$ cat src/design/sensor_regs_pkg.sv
// constants shared by the mode, status and configuration register logic
// assumes a single clk_sys domain and a synchronous active-high reset
package sensor_regs_pkg;

    // register addresses on the serial register interface
    localparam logic [7:0] ADDR_DATA_STATUS = 8'h00;
    localparam logic [7:0] ADDR_X_MSB = 8'h01;
    localparam logic [7:0] ADDR_Y_MSB = 8'h03;
    localparam logic [7:0] ADDR_Z_MSB = 8'h05;
    localparam logic [7:0] ADDR_SYSTEM_MODE = 8'h0B;
    localparam logic [7:0] ADDR_IRQ_SUMMARY = 8'h0C;
    localparam logic [7:0] ADDR_IDENTITY = 8'h0D;
    localparam logic [7:0] ADDR_DATA_CFG = 8'h0E;
    localparam logic [7:0] ADDR_HP_CUTOFF = 8'h0F;

    // interrupt summary bit positions
    localparam int BIT_SLEEP_WAKE = 7;
    localparam int BIT_TRANSIENT = 5;
    localparam int BIT_ORIENT = 4;
    localparam int BIT_TAP = 3;
    localparam int BIT_FFMT = 2;
    localparam int BIT_DRDY = 0;

    // configuration field positions
    localparam int BIT_HIGHPASS_OUTPUT_SELECT = 4;
    localparam int BIT_TAP_HPF_BYP = 5;
    localparam int BIT_TAP_LPF_EN = 4;

    // values after reset, and the reserved full-scale code
    localparam logic [1:0] FS_RESET = 2'h0;
    localparam logic [1:0] FS_RESERVED = 2'h3;
    localparam logic [7:0] CUTOFF_RESET = 8'h00;

    // identity value, arbitrary
    localparam logic [7:0] IDENTITY_VALUE = 8'h5C;

    // clk_sys cycles per inactivity limit step
    localparam logic [15:0] STEP_CYCLES = 16'h0010;

    // operating state, gray along standby -> wake -> sleep
    typedef enum logic [1:0] {
        ST_STANDBY = 2'h0,
        ST_WAKE = 2'h1,
        ST_SLEEP = 2'h3
    } op_state_t;

    // reported field codes
    localparam logic [1:0] MODE_STANDBY = 2'h0;
    localparam logic [1:0] MODE_WAKE = 2'h1;
    localparam logic [1:0] MODE_SLEEP = 2'h2;

endpackage

$ cat src/design/mode_sequencer.sv
// automatic sleep and wake sequencer with inactivity timer
// assumes event inputs come from logic on clk_sys
`timescale 1ns/100ps
`default_nettype none
module mode_sequencer
    import sensor_regs_pkg::*;
(
    input wire logic clk_sys,
    input wire logic srst,
    input wire logic device_active,
    input wire logic auto_sleep_en,
    input wire logic [7:0] inactivity_limit,
    input wire logic any_irq,
    input wire logic wake_event,
    output var op_state_t state,
    output logic transition
);
    op_state_t state_q, state_d;
    logic [15:0] step_q;
    logic [7:0] steps_q;
    wire step_end = (step_q == STEP_CYCLES - 16'h0001);
    wire timed_out = step_end && (steps_q >= inactivity_limit);
    wire counting = (state_q == ST_WAKE) && auto_sleep_en && !any_irq;

    // next state
    always_comb begin
        state_d = state_q;
        case (state_q)
            ST_STANDBY: if (device_active) state_d = ST_WAKE;
            ST_WAKE: begin
                if (!device_active) state_d = ST_STANDBY;
                // idle too long
                else if (counting && timed_out) state_d = ST_SLEEP;
            end
            ST_SLEEP: begin
                if (!device_active) state_d = ST_STANDBY;
                // wake event
                else if (wake_event || !auto_sleep_en) state_d = ST_WAKE;
            end
            default: state_d = ST_STANDBY;
        endcase
    end

    // state register
    always_ff @(posedge clk_sys) begin
        if (srst) state_q <= ST_STANDBY;
        else state_q <= state_d;
    end

    // inactivity timer, restarted by any interrupt
    always_ff @(posedge clk_sys) begin
        if (srst || !counting) begin
            step_q <= 16'h0000;
            steps_q <= 8'h00;
        end else if (step_end) begin
            step_q <= 16'h0000;
            steps_q <= steps_q + 8'h01;
        end else begin
            step_q <= step_q + 16'h0001;
        end
    end

    assign state = state_q;
    assign transition = device_active && (state_d != state_q)
        && (state_q != ST_STANDBY) && (state_d != ST_STANDBY);
endmodule // mode_sequencer
`default_nettype wire

$ cat src/design/sensor_mode_irq_status_config.sv
// system mode, interrupt summary, identity and output configuration
// assumes the serial interface supplies address with one-cycle strobes
// Overview of operation
// two-bit mode field 00 standby 01 wake 10 sleep, upper bits zero
// host polls the mode field to track sleep and wake changes
// summary flags set on rising source edge, cleared by source read
// summary bits 7,5,4,3,2,0 hold the six flags; 6 and 1 zero
// sleep/wake flag set on transition event, cleared by mode read
// wake goes to sleep after inactivity limit, selecting low rate
// sleep goes to wake on wake event, selecting high rate
// transient flag follows enabled event active, cleared by its read
// orientation flag follows enabled change flag, cleared by its read
// tap flag follows enabled event active, cleared by its read
// freefall flag follows enabled event active, cleared by its read
// data ready flag follows enabled new-data or overwrite flags
// data ready clears on axis data read, not status read
// identity register read only, fixed value
// high-pass select bit 4 routes filtered samples to axis outputs
// full-scale select 00 2g 01 4g 10 8g, 11 reserved, reset 00
// cut-off chosen from programmed selection and current sample rate
// all-axis flags clear once every enabled axis high byte is read
// summary enables come from external interrupt enable inputs
`timescale 1ns/100ps
`default_nettype none
module sensor_mode_irq_status_config
    import sensor_regs_pkg::*;
(
    input wire logic clk_sys,
    input wire logic srst,
    input wire logic [7:0] reg_addr,
    input wire logic reg_rd_stb,
    input wire logic reg_wr_stb,
    input wire logic [7:0] reg_wdata,
    output logic [7:0] reg_rdata,
    input wire logic device_active,
    input wire logic auto_sleep_en,
    input wire logic [7:0] inactivity_limit,
    input wire logic [2:0] wake_rate_sel,
    input wire logic [2:0] sleep_rate_sel,
    input wire logic wake_event,
    input wire logic any_irq,
    input wire logic transient_event_active_flag,
    input wire logic orientation_change_flag,
    input wire logic tap_event_active_flag,
    input wire logic freefall_motion_event_active_flag,
    input wire logic en_transient,
    input wire logic en_orientation,
    input wire logic en_tap,
    input wire logic en_freefall_motion,
    input wire logic en_data_ready,
    input wire logic transient_source_register_rd,
    input wire logic orientation_status_register_rd,
    input wire logic tap_source_register_rd,
    input wire logic freefall_motion_source_register_rd,
    input wire logic sample_stb,
    input wire logic [35:0] raw_sample,
    input wire logic [35:0] hp_sample,
    input wire logic [2:0] axis_enable,
    output logic [35:0] axis_out,
    output logic all_axis_new_data_flag,
    output logic all_axis_overwrite_flag,
    output logic [1:0] operating_state_field,
    output logic [2:0] output_sample_rate,
    output logic [1:0] full_scale_select,
    output logic highpass_output_select,
    output logic [4:0] effective_cutoff_code,
    output logic tap_hpf_bypass,
    output logic tap_lpf_enable,
    output logic [7:0] interrupt_source_summary
);
    // field code for a state
    function automatic logic [1:0] mode_code(input op_state_t s);
        case (s)
            ST_WAKE: mode_code = MODE_WAKE;
            ST_SLEEP: mode_code = MODE_SLEEP;
            default: mode_code = MODE_STANDBY;
        endcase
    endfunction

    // sticky summary flag: set wins over clear
    function automatic logic flag_next(input logic cur, input logic set,
                                       input logic clr);
        flag_next = set | (cur & ~clr);
    endfunction

    op_state_t state;
    logic transition;
    logic sleep_wake_event_flag_q;
    logic transient_summary_flag_q, orientation_summary_flag_q;
    logic tap_summary_flag_q, freefall_motion_summary_flag_q;
    logic data_ready_summary_flag_q;
    logic [4:0] src_prev_q;
    logic [2:0] msb_read_q;
    logic new_data_q, overwrite_q;
    logic [35:0] axis_q;
    logic [1:0] fs_q;
    logic highpass_output_select_q;
    logic [7:0] cutoff_q;
    logic [7:0] rdata_q;
    logic [4:0] cutoff_code_q;

    mode_sequencer u_seq (
        .clk_sys(clk_sys),
        .srst(srst),
        .device_active(device_active),
        .auto_sleep_en(auto_sleep_en),
        .inactivity_limit(inactivity_limit),
        .any_irq(any_irq),
        .wake_event(wake_event),
        .state(state),
        .transition(transition)
    );

    // register decode
    wire rd_mode = reg_rd_stb && (reg_addr == ADDR_SYSTEM_MODE);
    wire wr_cfg = reg_wr_stb && (reg_addr == ADDR_DATA_CFG);
    wire wr_cut = reg_wr_stb && (reg_addr == ADDR_HP_CUTOFF);
    wire [2:0] msb_rd = {reg_rd_stb && (reg_addr == ADDR_Z_MSB),
                         reg_rd_stb && (reg_addr == ADDR_Y_MSB),
                         reg_rd_stb && (reg_addr == ADDR_X_MSB)};

    // qualified sources and their rising edges
    wire [4:0] src_now = {
        transient_event_active_flag & en_transient,
        orientation_change_flag & en_orientation,
        tap_event_active_flag & en_tap,
        freefall_motion_event_active_flag & en_freefall_motion,
        (new_data_q | overwrite_q) & en_data_ready};
    wire [4:0] src_rise = src_now & ~src_prev_q;

    // all enabled high bytes read, counting this cycle's read
    wire [2:0] read_seen = msb_read_q | msb_rd;
    wire all_read = ((read_seen & axis_enable) == axis_enable);
    wire data_clear = all_read && (msb_rd != 3'h0);

    // rate in use for the current state
    wire [2:0] rate_now = (state == ST_SLEEP) ? sleep_rate_sel
                                              : wake_rate_sel;
    wire [1:0] fs_wr = reg_wdata[1:0];

    // read mux
    // summary bit placement
    wire [7:0] summary = {sleep_wake_event_flag_q, 1'b0,
        transient_summary_flag_q, orientation_summary_flag_q,
        tap_summary_flag_q, freefall_motion_summary_flag_q, 1'b0,
        data_ready_summary_flag_q};
    wire [7:0] cfg_rd = {3'h0, highpass_output_select_q, 2'h0, fs_q};
    wire [7:0] rd_mux =
        // upper six bits zero
        (reg_addr == ADDR_SYSTEM_MODE) ? {6'h00, mode_code(state)} :
        // axis high bytes
        (reg_addr == ADDR_X_MSB) ? axis_q[11:4] :
        (reg_addr == ADDR_Y_MSB) ? axis_q[23:16] :
        (reg_addr == ADDR_Z_MSB) ? axis_q[35:28] :
        (reg_addr == ADDR_IRQ_SUMMARY) ? summary :
        // fixed identity
        (reg_addr == ADDR_IDENTITY) ? IDENTITY_VALUE :
        (reg_addr == ADDR_DATA_CFG) ? cfg_rd :
        (reg_addr == ADDR_HP_CUTOFF) ? cutoff_q : 8'h00;

    // read data capture
    always_ff @(posedge clk_sys) begin
        if (srst) rdata_q <= 8'h00;
        else if (reg_rd_stb) rdata_q <= rd_mux;
    end

    // source edge history
    always_ff @(posedge clk_sys) begin
        if (srst) src_prev_q <= 5'h00;
        else src_prev_q <= src_now;
    end

    // transition event flag, mode read clears
    always_ff @(posedge clk_sys) begin
        if (srst) sleep_wake_event_flag_q <= 1'b0;
        else sleep_wake_event_flag_q <=
            flag_next(sleep_wake_event_flag_q, transition, rd_mode);
    end

    // edge set, own source read clears
    always_ff @(posedge clk_sys) begin
        if (srst) begin
            transient_summary_flag_q <= 1'b0;
            orientation_summary_flag_q <= 1'b0;
            tap_summary_flag_q <= 1'b0;
            freefall_motion_summary_flag_q <= 1'b0;
        end else begin
            // transient
            transient_summary_flag_q <= flag_next(transient_summary_flag_q,
                src_rise[4], transient_source_register_rd);
            // orientation
            orientation_summary_flag_q <= flag_next(
                orientation_summary_flag_q, src_rise[3],
                orientation_status_register_rd);
            // tap
            tap_summary_flag_q <= flag_next(tap_summary_flag_q,
                src_rise[2], tap_source_register_rd);
            // freefall motion
            freefall_motion_summary_flag_q <= flag_next(
                freefall_motion_summary_flag_q, src_rise[1],
                freefall_motion_source_register_rd);
        end
    end

    // data ready flag, axis read clears
    always_ff @(posedge clk_sys) begin
        if (srst) data_ready_summary_flag_q <= 1'b0;
        else data_ready_summary_flag_q <= flag_next(
            data_ready_summary_flag_q, src_rise[0], data_clear);
    end

    // high byte read tracking
    always_ff @(posedge clk_sys) begin
        if (srst || sample_stb || data_clear) msb_read_q <= 3'h0;
        else msb_read_q <= read_seen;
    end

    // all-axis flags; new sample wins over clear for new data, clear wins for overwrite
    always_ff @(posedge clk_sys) begin
        if (srst) begin
            new_data_q <= 1'b0;
            overwrite_q <= 1'b0;
        end else begin
            new_data_q <= flag_next(new_data_q, sample_stb, data_clear);
            overwrite_q <= flag_next(overwrite_q,
                sample_stb & new_data_q & ~data_clear, data_clear);
        end
    end

    // filtered or raw sample into the axis outputs
    always_ff @(posedge clk_sys) begin
        if (srst) axis_q <= 36'h0;
        else if (sample_stb) axis_q <= highpass_output_select_q ? hp_sample : raw_sample;
    end

    // output configuration, reserved range write ignored
    always_ff @(posedge clk_sys) begin
        if (srst) begin
            fs_q <= FS_RESET;
            highpass_output_select_q <= 1'b0;
        end else if (wr_cfg) begin
            highpass_output_select_q <= reg_wdata[BIT_HIGHPASS_OUTPUT_SELECT];
            if (fs_wr != FS_RESERVED) fs_q <= fs_wr;
        end
    end

    // cut-off configuration, unused bits held zero
    always_ff @(posedge clk_sys) begin
        if (srst) cutoff_q <= CUTOFF_RESET;
        else if (wr_cut) cutoff_q <= reg_wdata & 8'h33;
    end

    // cut-off index from selection and current rate
    always_ff @(posedge clk_sys) begin
        if (srst) cutoff_code_q <= 5'h00;
        else cutoff_code_q <= {rate_now, cutoff_q[1:0]};
    end

    // rate follows the operating state
    assign output_sample_rate = rate_now;
    assign reg_rdata = rdata_q;
    assign axis_out = axis_q;
    assign all_axis_new_data_flag = new_data_q;
    assign all_axis_overwrite_flag = overwrite_q;
    assign operating_state_field = mode_code(state);
    assign full_scale_select = fs_q;
    assign highpass_output_select = highpass_output_select_q;
    assign effective_cutoff_code = cutoff_code_q;
    assign tap_hpf_bypass = cutoff_q[BIT_TAP_HPF_BYP];
    assign tap_lpf_enable = cutoff_q[BIT_TAP_LPF_EN];
    assign interrupt_source_summary = summary;

    // checks
    // field never shows the unused code
    chk_mode_code: assert property (
        @(posedge clk_sys) disable iff (srst)
        operating_state_field != 2'h3)
        else $error("mode field shows code 11");
    // flag set after a transition
    chk_sw_set: assert property (
        @(posedge clk_sys) disable iff (srst)
        transition |=> sleep_wake_event_flag_q)
        else $error("sleep wake flag not set");
    // mode read clears without transition
    chk_sw_clr: assert property (
        @(posedge clk_sys) disable iff (srst)
        rd_mode && !transition |=> !sleep_wake_event_flag_q)
        else $error("sleep wake flag not cleared");
    // flag holds until its read
    chk_tr_hold: assert property (
        @(posedge clk_sys) disable iff (srst)
        transient_summary_flag_q && !transient_source_register_rd
        |=> transient_summary_flag_q)
        else $error("transient flag lost");
    // enabled rising edge sets tap flag
    chk_tap_set: assert property (
        @(posedge clk_sys) disable iff (srst)
        tap_event_active_flag && en_tap
        && !($past(tap_event_active_flag) && $past(en_tap))
        |=> tap_summary_flag_q)
        else $error("tap flag not set");
    // disabled source never sets
    chk_or_mask: assert property (
        @(posedge clk_sys) disable iff (srst)
        !orientation_summary_flag_q && !en_orientation
        |=> !orientation_summary_flag_q)
        else $error("orientation flag set while disabled");
    // status read alone leaves data ready set
    chk_dr_status: assert property (
        @(posedge clk_sys) disable iff (srst)
        data_ready_summary_flag_q && reg_rd_stb
        && reg_addr == ADDR_DATA_STATUS |=> data_ready_summary_flag_q)
        else $error("status read cleared data ready");
    // first new sample raises data ready
    chk_dr_set: assert property (
        @(posedge clk_sys) disable iff (srst)
        sample_stb && en_data_ready && !new_data_q && !overwrite_q
        ##1 en_data_ready |=> data_ready_summary_flag_q)
        else $error("data ready flag not set");
    // reading all three high bytes clears new data
    chk_new_clr: assert property (
        @(posedge clk_sys) disable iff (srst)
        axis_enable == 3'h7 && msb_rd == 3'h4 && msb_read_q == 3'h3
        && !sample_stb |=> !new_data_q)
        else $error("new data flag not cleared");
    // reserved range never stored
    chk_fs_legal: assert property (
        @(posedge clk_sys) disable iff (srst)
        full_scale_select != FS_RESERVED)
        else $error("reserved full scale stored");
    // filtered sample routed when select is set
    chk_hp_route: assert property (
        @(posedge clk_sys) disable iff (srst)
        sample_stb && highpass_output_select_q |=> axis_out == $past(hp_sample))
        else $error("filtered sample not routed");
    // identity read returns fixed value
    chk_ident: assert property (
        @(posedge clk_sys) disable iff (srst)
        reg_rd_stb && reg_addr == ADDR_IDENTITY
        |=> reg_rdata == IDENTITY_VALUE)
        else $error("identity value wrong");
    // sleep state selects low rate
    chk_rate: assert property (
        @(posedge clk_sys) disable iff (srst)
        operating_state_field == MODE_SLEEP
        |-> output_sample_rate == sleep_rate_sel)
        else $error("sleep rate not selected");

    cov_sleep: cover property (@(posedge clk_sys) disable iff (srst)
        operating_state_field == MODE_WAKE
        ##1 operating_state_field == MODE_SLEEP);
    cov_wake: cover property (@(posedge clk_sys) disable iff (srst)
        operating_state_field == MODE_SLEEP
        ##1 operating_state_field == MODE_WAKE);
    cov_overrun: cover property (@(posedge clk_sys) disable iff (srst)
        overwrite_q && data_ready_summary_flag_q);
endmodule // sensor_mode_irq_status_config
`default_nettype wire

$ cat config.mk
export PLATFORM = sky130hd
export DESIGN_NAME = sensor_mode_irq_status_config
export DESIGN_NICKNAME = d
export VERILOG_FILES = /design/src/design/sensor_regs_pkg.sv /design/src/design/mode_sequencer.sv /design/src/design/sensor_mode_irq_status_config.sv
export SDC_FILE = /design/constraint.sdc
export NUM_CORES = 1
export LEC_CHECK = 0
export ABC_AREA = 0
export BUFFER_PORTS_ARGS = -buffer_cell sky130_fd_sc_hd__buf_2
export CAP_MARGIN = 15
export CORE_MARGIN = 1.5
export CORE_UTILIZATION = 25
export DETAILED_ROUTE_END_ITERATION = 6
export PLACE_DENSITY_LB_ADDON = 0.15
export SYNTH_ARGS = -nofsm -noshare
export SYNTH_HDL_FRONTEND = slang
export SYNTH_SLANG_ARGS = --single-unit
$ cat constraint.sdc
create_clock -name clk_sys -period 1.9 [get_ports clk_sys]
set_input_delay 0.095 -clock clk_sys [delete_from_list [all_inputs] [get_ports clk_sys]]
set_output_delay 0.095 -clock clk_sys [all_outputs]
set_load 0.03 [all_outputs]
==> run summary <==
The tools report the sort of element at the start of the critical path as a flip-flop. Setup repair after global routing left no endpoint under its margin. The complex-gate fraction of the synthesized area came out at 14.7%. The parity-gate share of the synthesized area counting xor and xnor cells came out at 3.32%. The met2 routed wirelength is 7020 um, and the final period utilization is 92.1%. TritonCTS built the clock tree.

196 I/O pins were placed. Of all nets on the critical path, the largest fanout is 6. Summed over all nets, wire length on met3 after detailed routing comes to 659 um.

Cells fill 34.5% of the core in the end. In this run the static leakage power is 2.71 nW. Layout overhead on the synthesized area: 35.7%. Yosys printed 0 warnings.

Of the total synthesized cell area, the portion taken by AND, OR, NAND and NOR gates is 20.9%. Summing all flip-flop and latch instances after layout gives 1960 um2. The floorplan step defined a die boundary enclosing 19800 um2. In this run the power spent charging and discharging nets is 1.25 mW. For the final routed database, the setup TNS stands at 0 ns.

The data arrival time of the critical path is 1.65 ns. The most numerous cell in the Yosys netlist was dfxtp_1. Cell internal power was estimated by the tool at 3.45 mW.

The clock network accounts for 39.0% of the total power. VDD sags by at most 0.446 mV. The top cell type by total area after synthesis was dfxtp_1. After detailed routing, the total wire length is 14700 um. Based on the critical path, the design can be clocked at up to 572 MHz. In the synthesized netlist, the cells that appear most often are 98 x dfxtp_1, 90 x nor2_1, 44 x mux2i_1. The initialized floorplan defines 50 standard-cell rows. The logs give 4740 um2 for the post-synthesis instance area and 4 for the number of detailed-route iterations in the first pass. The critical path data required time came out at 1.80 ns. After synthesis, the share of flip-flops with an asynchronous set or reset is 0%. The highest metal layer carrying signal wires in the routed design is met4. Entering global routing, the biggest net connects 78 pins. The placeable core region is 18600 um2, and the proportion of synthesized chip area in sequential cells is 41.4%.

For this run, the total global-route usage over all layers was measured as 14.9%. Input and output buffers added on the ports amount to 189. After detailed routing, the average wire length per cell comes to 15.1 um. The mux share of post-synthesis cell area is 10.5%. The number of remaining DRC errors came out at 0. Final hold violation count: 0. Clock-pin slew was measured on the worst setup and hold paths at 0.07 ns. Combinational logic burns 14.6% of the power. The first global-routing pass estimated 22700 um of wire.

For this design, the sink count on the clock tree is 98. The number of storage elements in the synthesis netlist is 98, and the clock latency on the worst-skew pair is 0.35 ns. For the relative slew slack, the log shows 64.7%. Buffers added to address setup during post-CTS repair amount to 0. The die width came out at 141 um. Of the total synthesized cell area, the portion taken by full adders, half adders and majority gates is 2.85%. Dividing the detail-routed via count by the number of cells gives 4.56. After synthesis, the cell types taking the most area are dfxtp_1 41%, mux2i_1 9.3%, nor2_1 7.1%.

The number of failing setup endpoints in the final timing report came out at 0. The final critical-path required period was 1.75 ns; the number of enable flip-flop cells after synthesis was 0. The area of the multi-input gates is 2490 um2. The die is 141 um tall. The share of layout cells above drive strength 1 works out to 32.3%. The final weighted congestion of routability-driven global placement is 0.842. The combinational family with the most area after synthesis was simple AND/OR/NAND/NOR gates. The total congestion overflow after global routing is 0. The flow ran to the end, and the final reports show no timing, DRC or antenna violations. The clock arrives with 0.00601 ns of skew. The detail route stage leaves a number of antenna-violating nets equal to 0. The clock passes through at most 2 buffers.

For this design the ratio of total power to cell area is 731 nW/um2. For this run, the slowest stage of the critical path takes 0.41 ns. The count of distinct cell types in the synthesized netlist is 60.

Detailed-route wire length on metal 1: 6730 um. The worst setup path category was reg -> out. After legalization and detailed placement, the total HPWL measured 11400 um. The path type of the worst min-delay path is in -> reg. The via count of the first global-routing pass was 4286. The worst setup path is captured at an output pin. The average instance in the mapped netlist occupies 8.80 um2. At the pin with the least slew margin, the transition time is 0.529 ns. The predominant post-synthesis flop cell was dfxtp_1.

The depth of the CTS H-tree is 3. In this run, CTS created clock tree buffers numbering 9. The cell count after synthesis came out at 539. In this run, flip-flops and latches consume 46.4% of the power.

Traced cell by cell, the critical path runs through and2_1 > mux2_2 > buf_2. Across all register-to-register paths, the minimum setup slack is 0.16 ns. The sum of internal, switching and leakage power came out at 4.70 mW. The tools report the initial cell density of the core as 25.4%. The layout has 1946 filler cells. Slowest stage cell on the critical path: dfxtp_1. For the max-slew violation total from the final report, the log shows 0. The net count of the finished layout is 872.

For this block, the initial DRC count from the detailed router was 150. Of the post-synthesis cell area, the dominant cell type holds 41.4%. The switching power share of the total came out at 26.7%.

The logs give 1 for the initial antenna violation count and 0 for the count of maximum capacitance violations. CTS placed an instance of clkbuf_16 at the clock tree root. The via count was 4438.
critical path, delay by kind of cell (launching register included):
family	cells	cell delay, ns
multiplexers	1	0.39
flip-flops	1	0.41
buffers and inverters	1	0.18
AND/OR/NAND/NOR	1	0.33
stage by stage:
stage               cells  cell area [um2]  setup slack, ns  hold slack [ns]
floorplan             540             4750            0.159            0.234
global placement      939             5940           0.0588            0.335
detailed placement    939             5940           0.0345            0.347
CTS                   973             6430           0.0195          0.00601
global route          974             6440           0.0219           0.0188
finish                974             6440            0.151           0.0182
power by group through the flow:
| stage | clock network [mW] | logic [mW] | registers (mW) |
|---|---|---|---|
| after global placement | 0 | 0.652 | 2.23 |
| after floorplan | 0 | 0.277 | 2.34 |
| after global routing | 1.99 | 0.748 | 2.20 |
| after detailed placement | 0 | 0.661 | 2.23 |
| after CTS | 1.92 | 0.693 | 2.19 |
| final | 1.83 | 0.687 | 2.18 |
final timing paths:
path / from / end / depth (start not counted)
worst min-delay path: transient_event_active_flag / transient_summary_flag_q / 3
worst min register to register: src_prev_q[4] / transient_summary_flag_q / 1
worst max-delay path: u_seq.state[1] / output_sample_rate[2] / 3
worst max register to register: u_seq.steps_q[0] / sleep_wake_event_flag_q / 7
metal layers:
layer,global-route usage (%),up-vias
li1,-,2294
met1,18.5,2029
met2,25.2,100
met3,3.63,15
met4,4.77,0
met5,0,-
sequential cells by signal, summed over array words and instances (netlist names), 2 cells and up:
name                   count
axis_out                  36
cutoff_q                   4
effective_cutoff_code      5
full_scale_select          2
msb_read_q                 3
reg_rdata                  8
src_prev_q                 5
u_seq.state                2
u_seq.step_q              16
u_seq.steps_q              8
cells by family (layout without fill, tap and decap cells):
logic type,after synthesis,count (layout)
adders and majority gates,11,11
muxes,49,49
AOI/OAI and AO/OA,98,98
other,1,3
xor gates and xnor gates,18,18
DFF,98,98
and+or+nand+nor,198,198
buffers and inverters,66,265
final cells by class:
class,count,area share [%]
clock buffers,10,3.71
flip-flops and latches,98,30.5
repair buffers,227,20.3
clock inverters,5,0.855
diodes,1,0.0389
well taps,234,4.55
multi-input cells,376,38.7
inverters,23,1.34
timing repair:
item	4_1_cts	5_1_grt
gates resized for setup	0	3
hold buffers	19	0
hold endpoints to repair	14	0
endpoints found under the setup margin	0	2
cell usage in the layout (no fill, tap or decap), drive strengths merged, types with 7 or more instances in the layout:
| cell type | count |
|---|---|
| a211oi | 36 |
| a21oi | 10 |
| buf | 208 |
| clkbuf | 10 |
| dfxtp | 98 |
| dlygate4sd3 | 19 |
| ha | 10 |
| inv | 22 |
| mux2i | 44 |
| nand2 | 28 |
| nand2b | 7 |
| nand3 | 11 |
| nand4 | 9 |
| nor2 | 91 |
| nor2b | 7 |
| nor3 | 12 |
| nor4 | 11 |
| o21ai | 14 |
| xnor2 | 10 |
| xor2 | 8 |
Note: power is estimated with default switching activity, not from simulation.
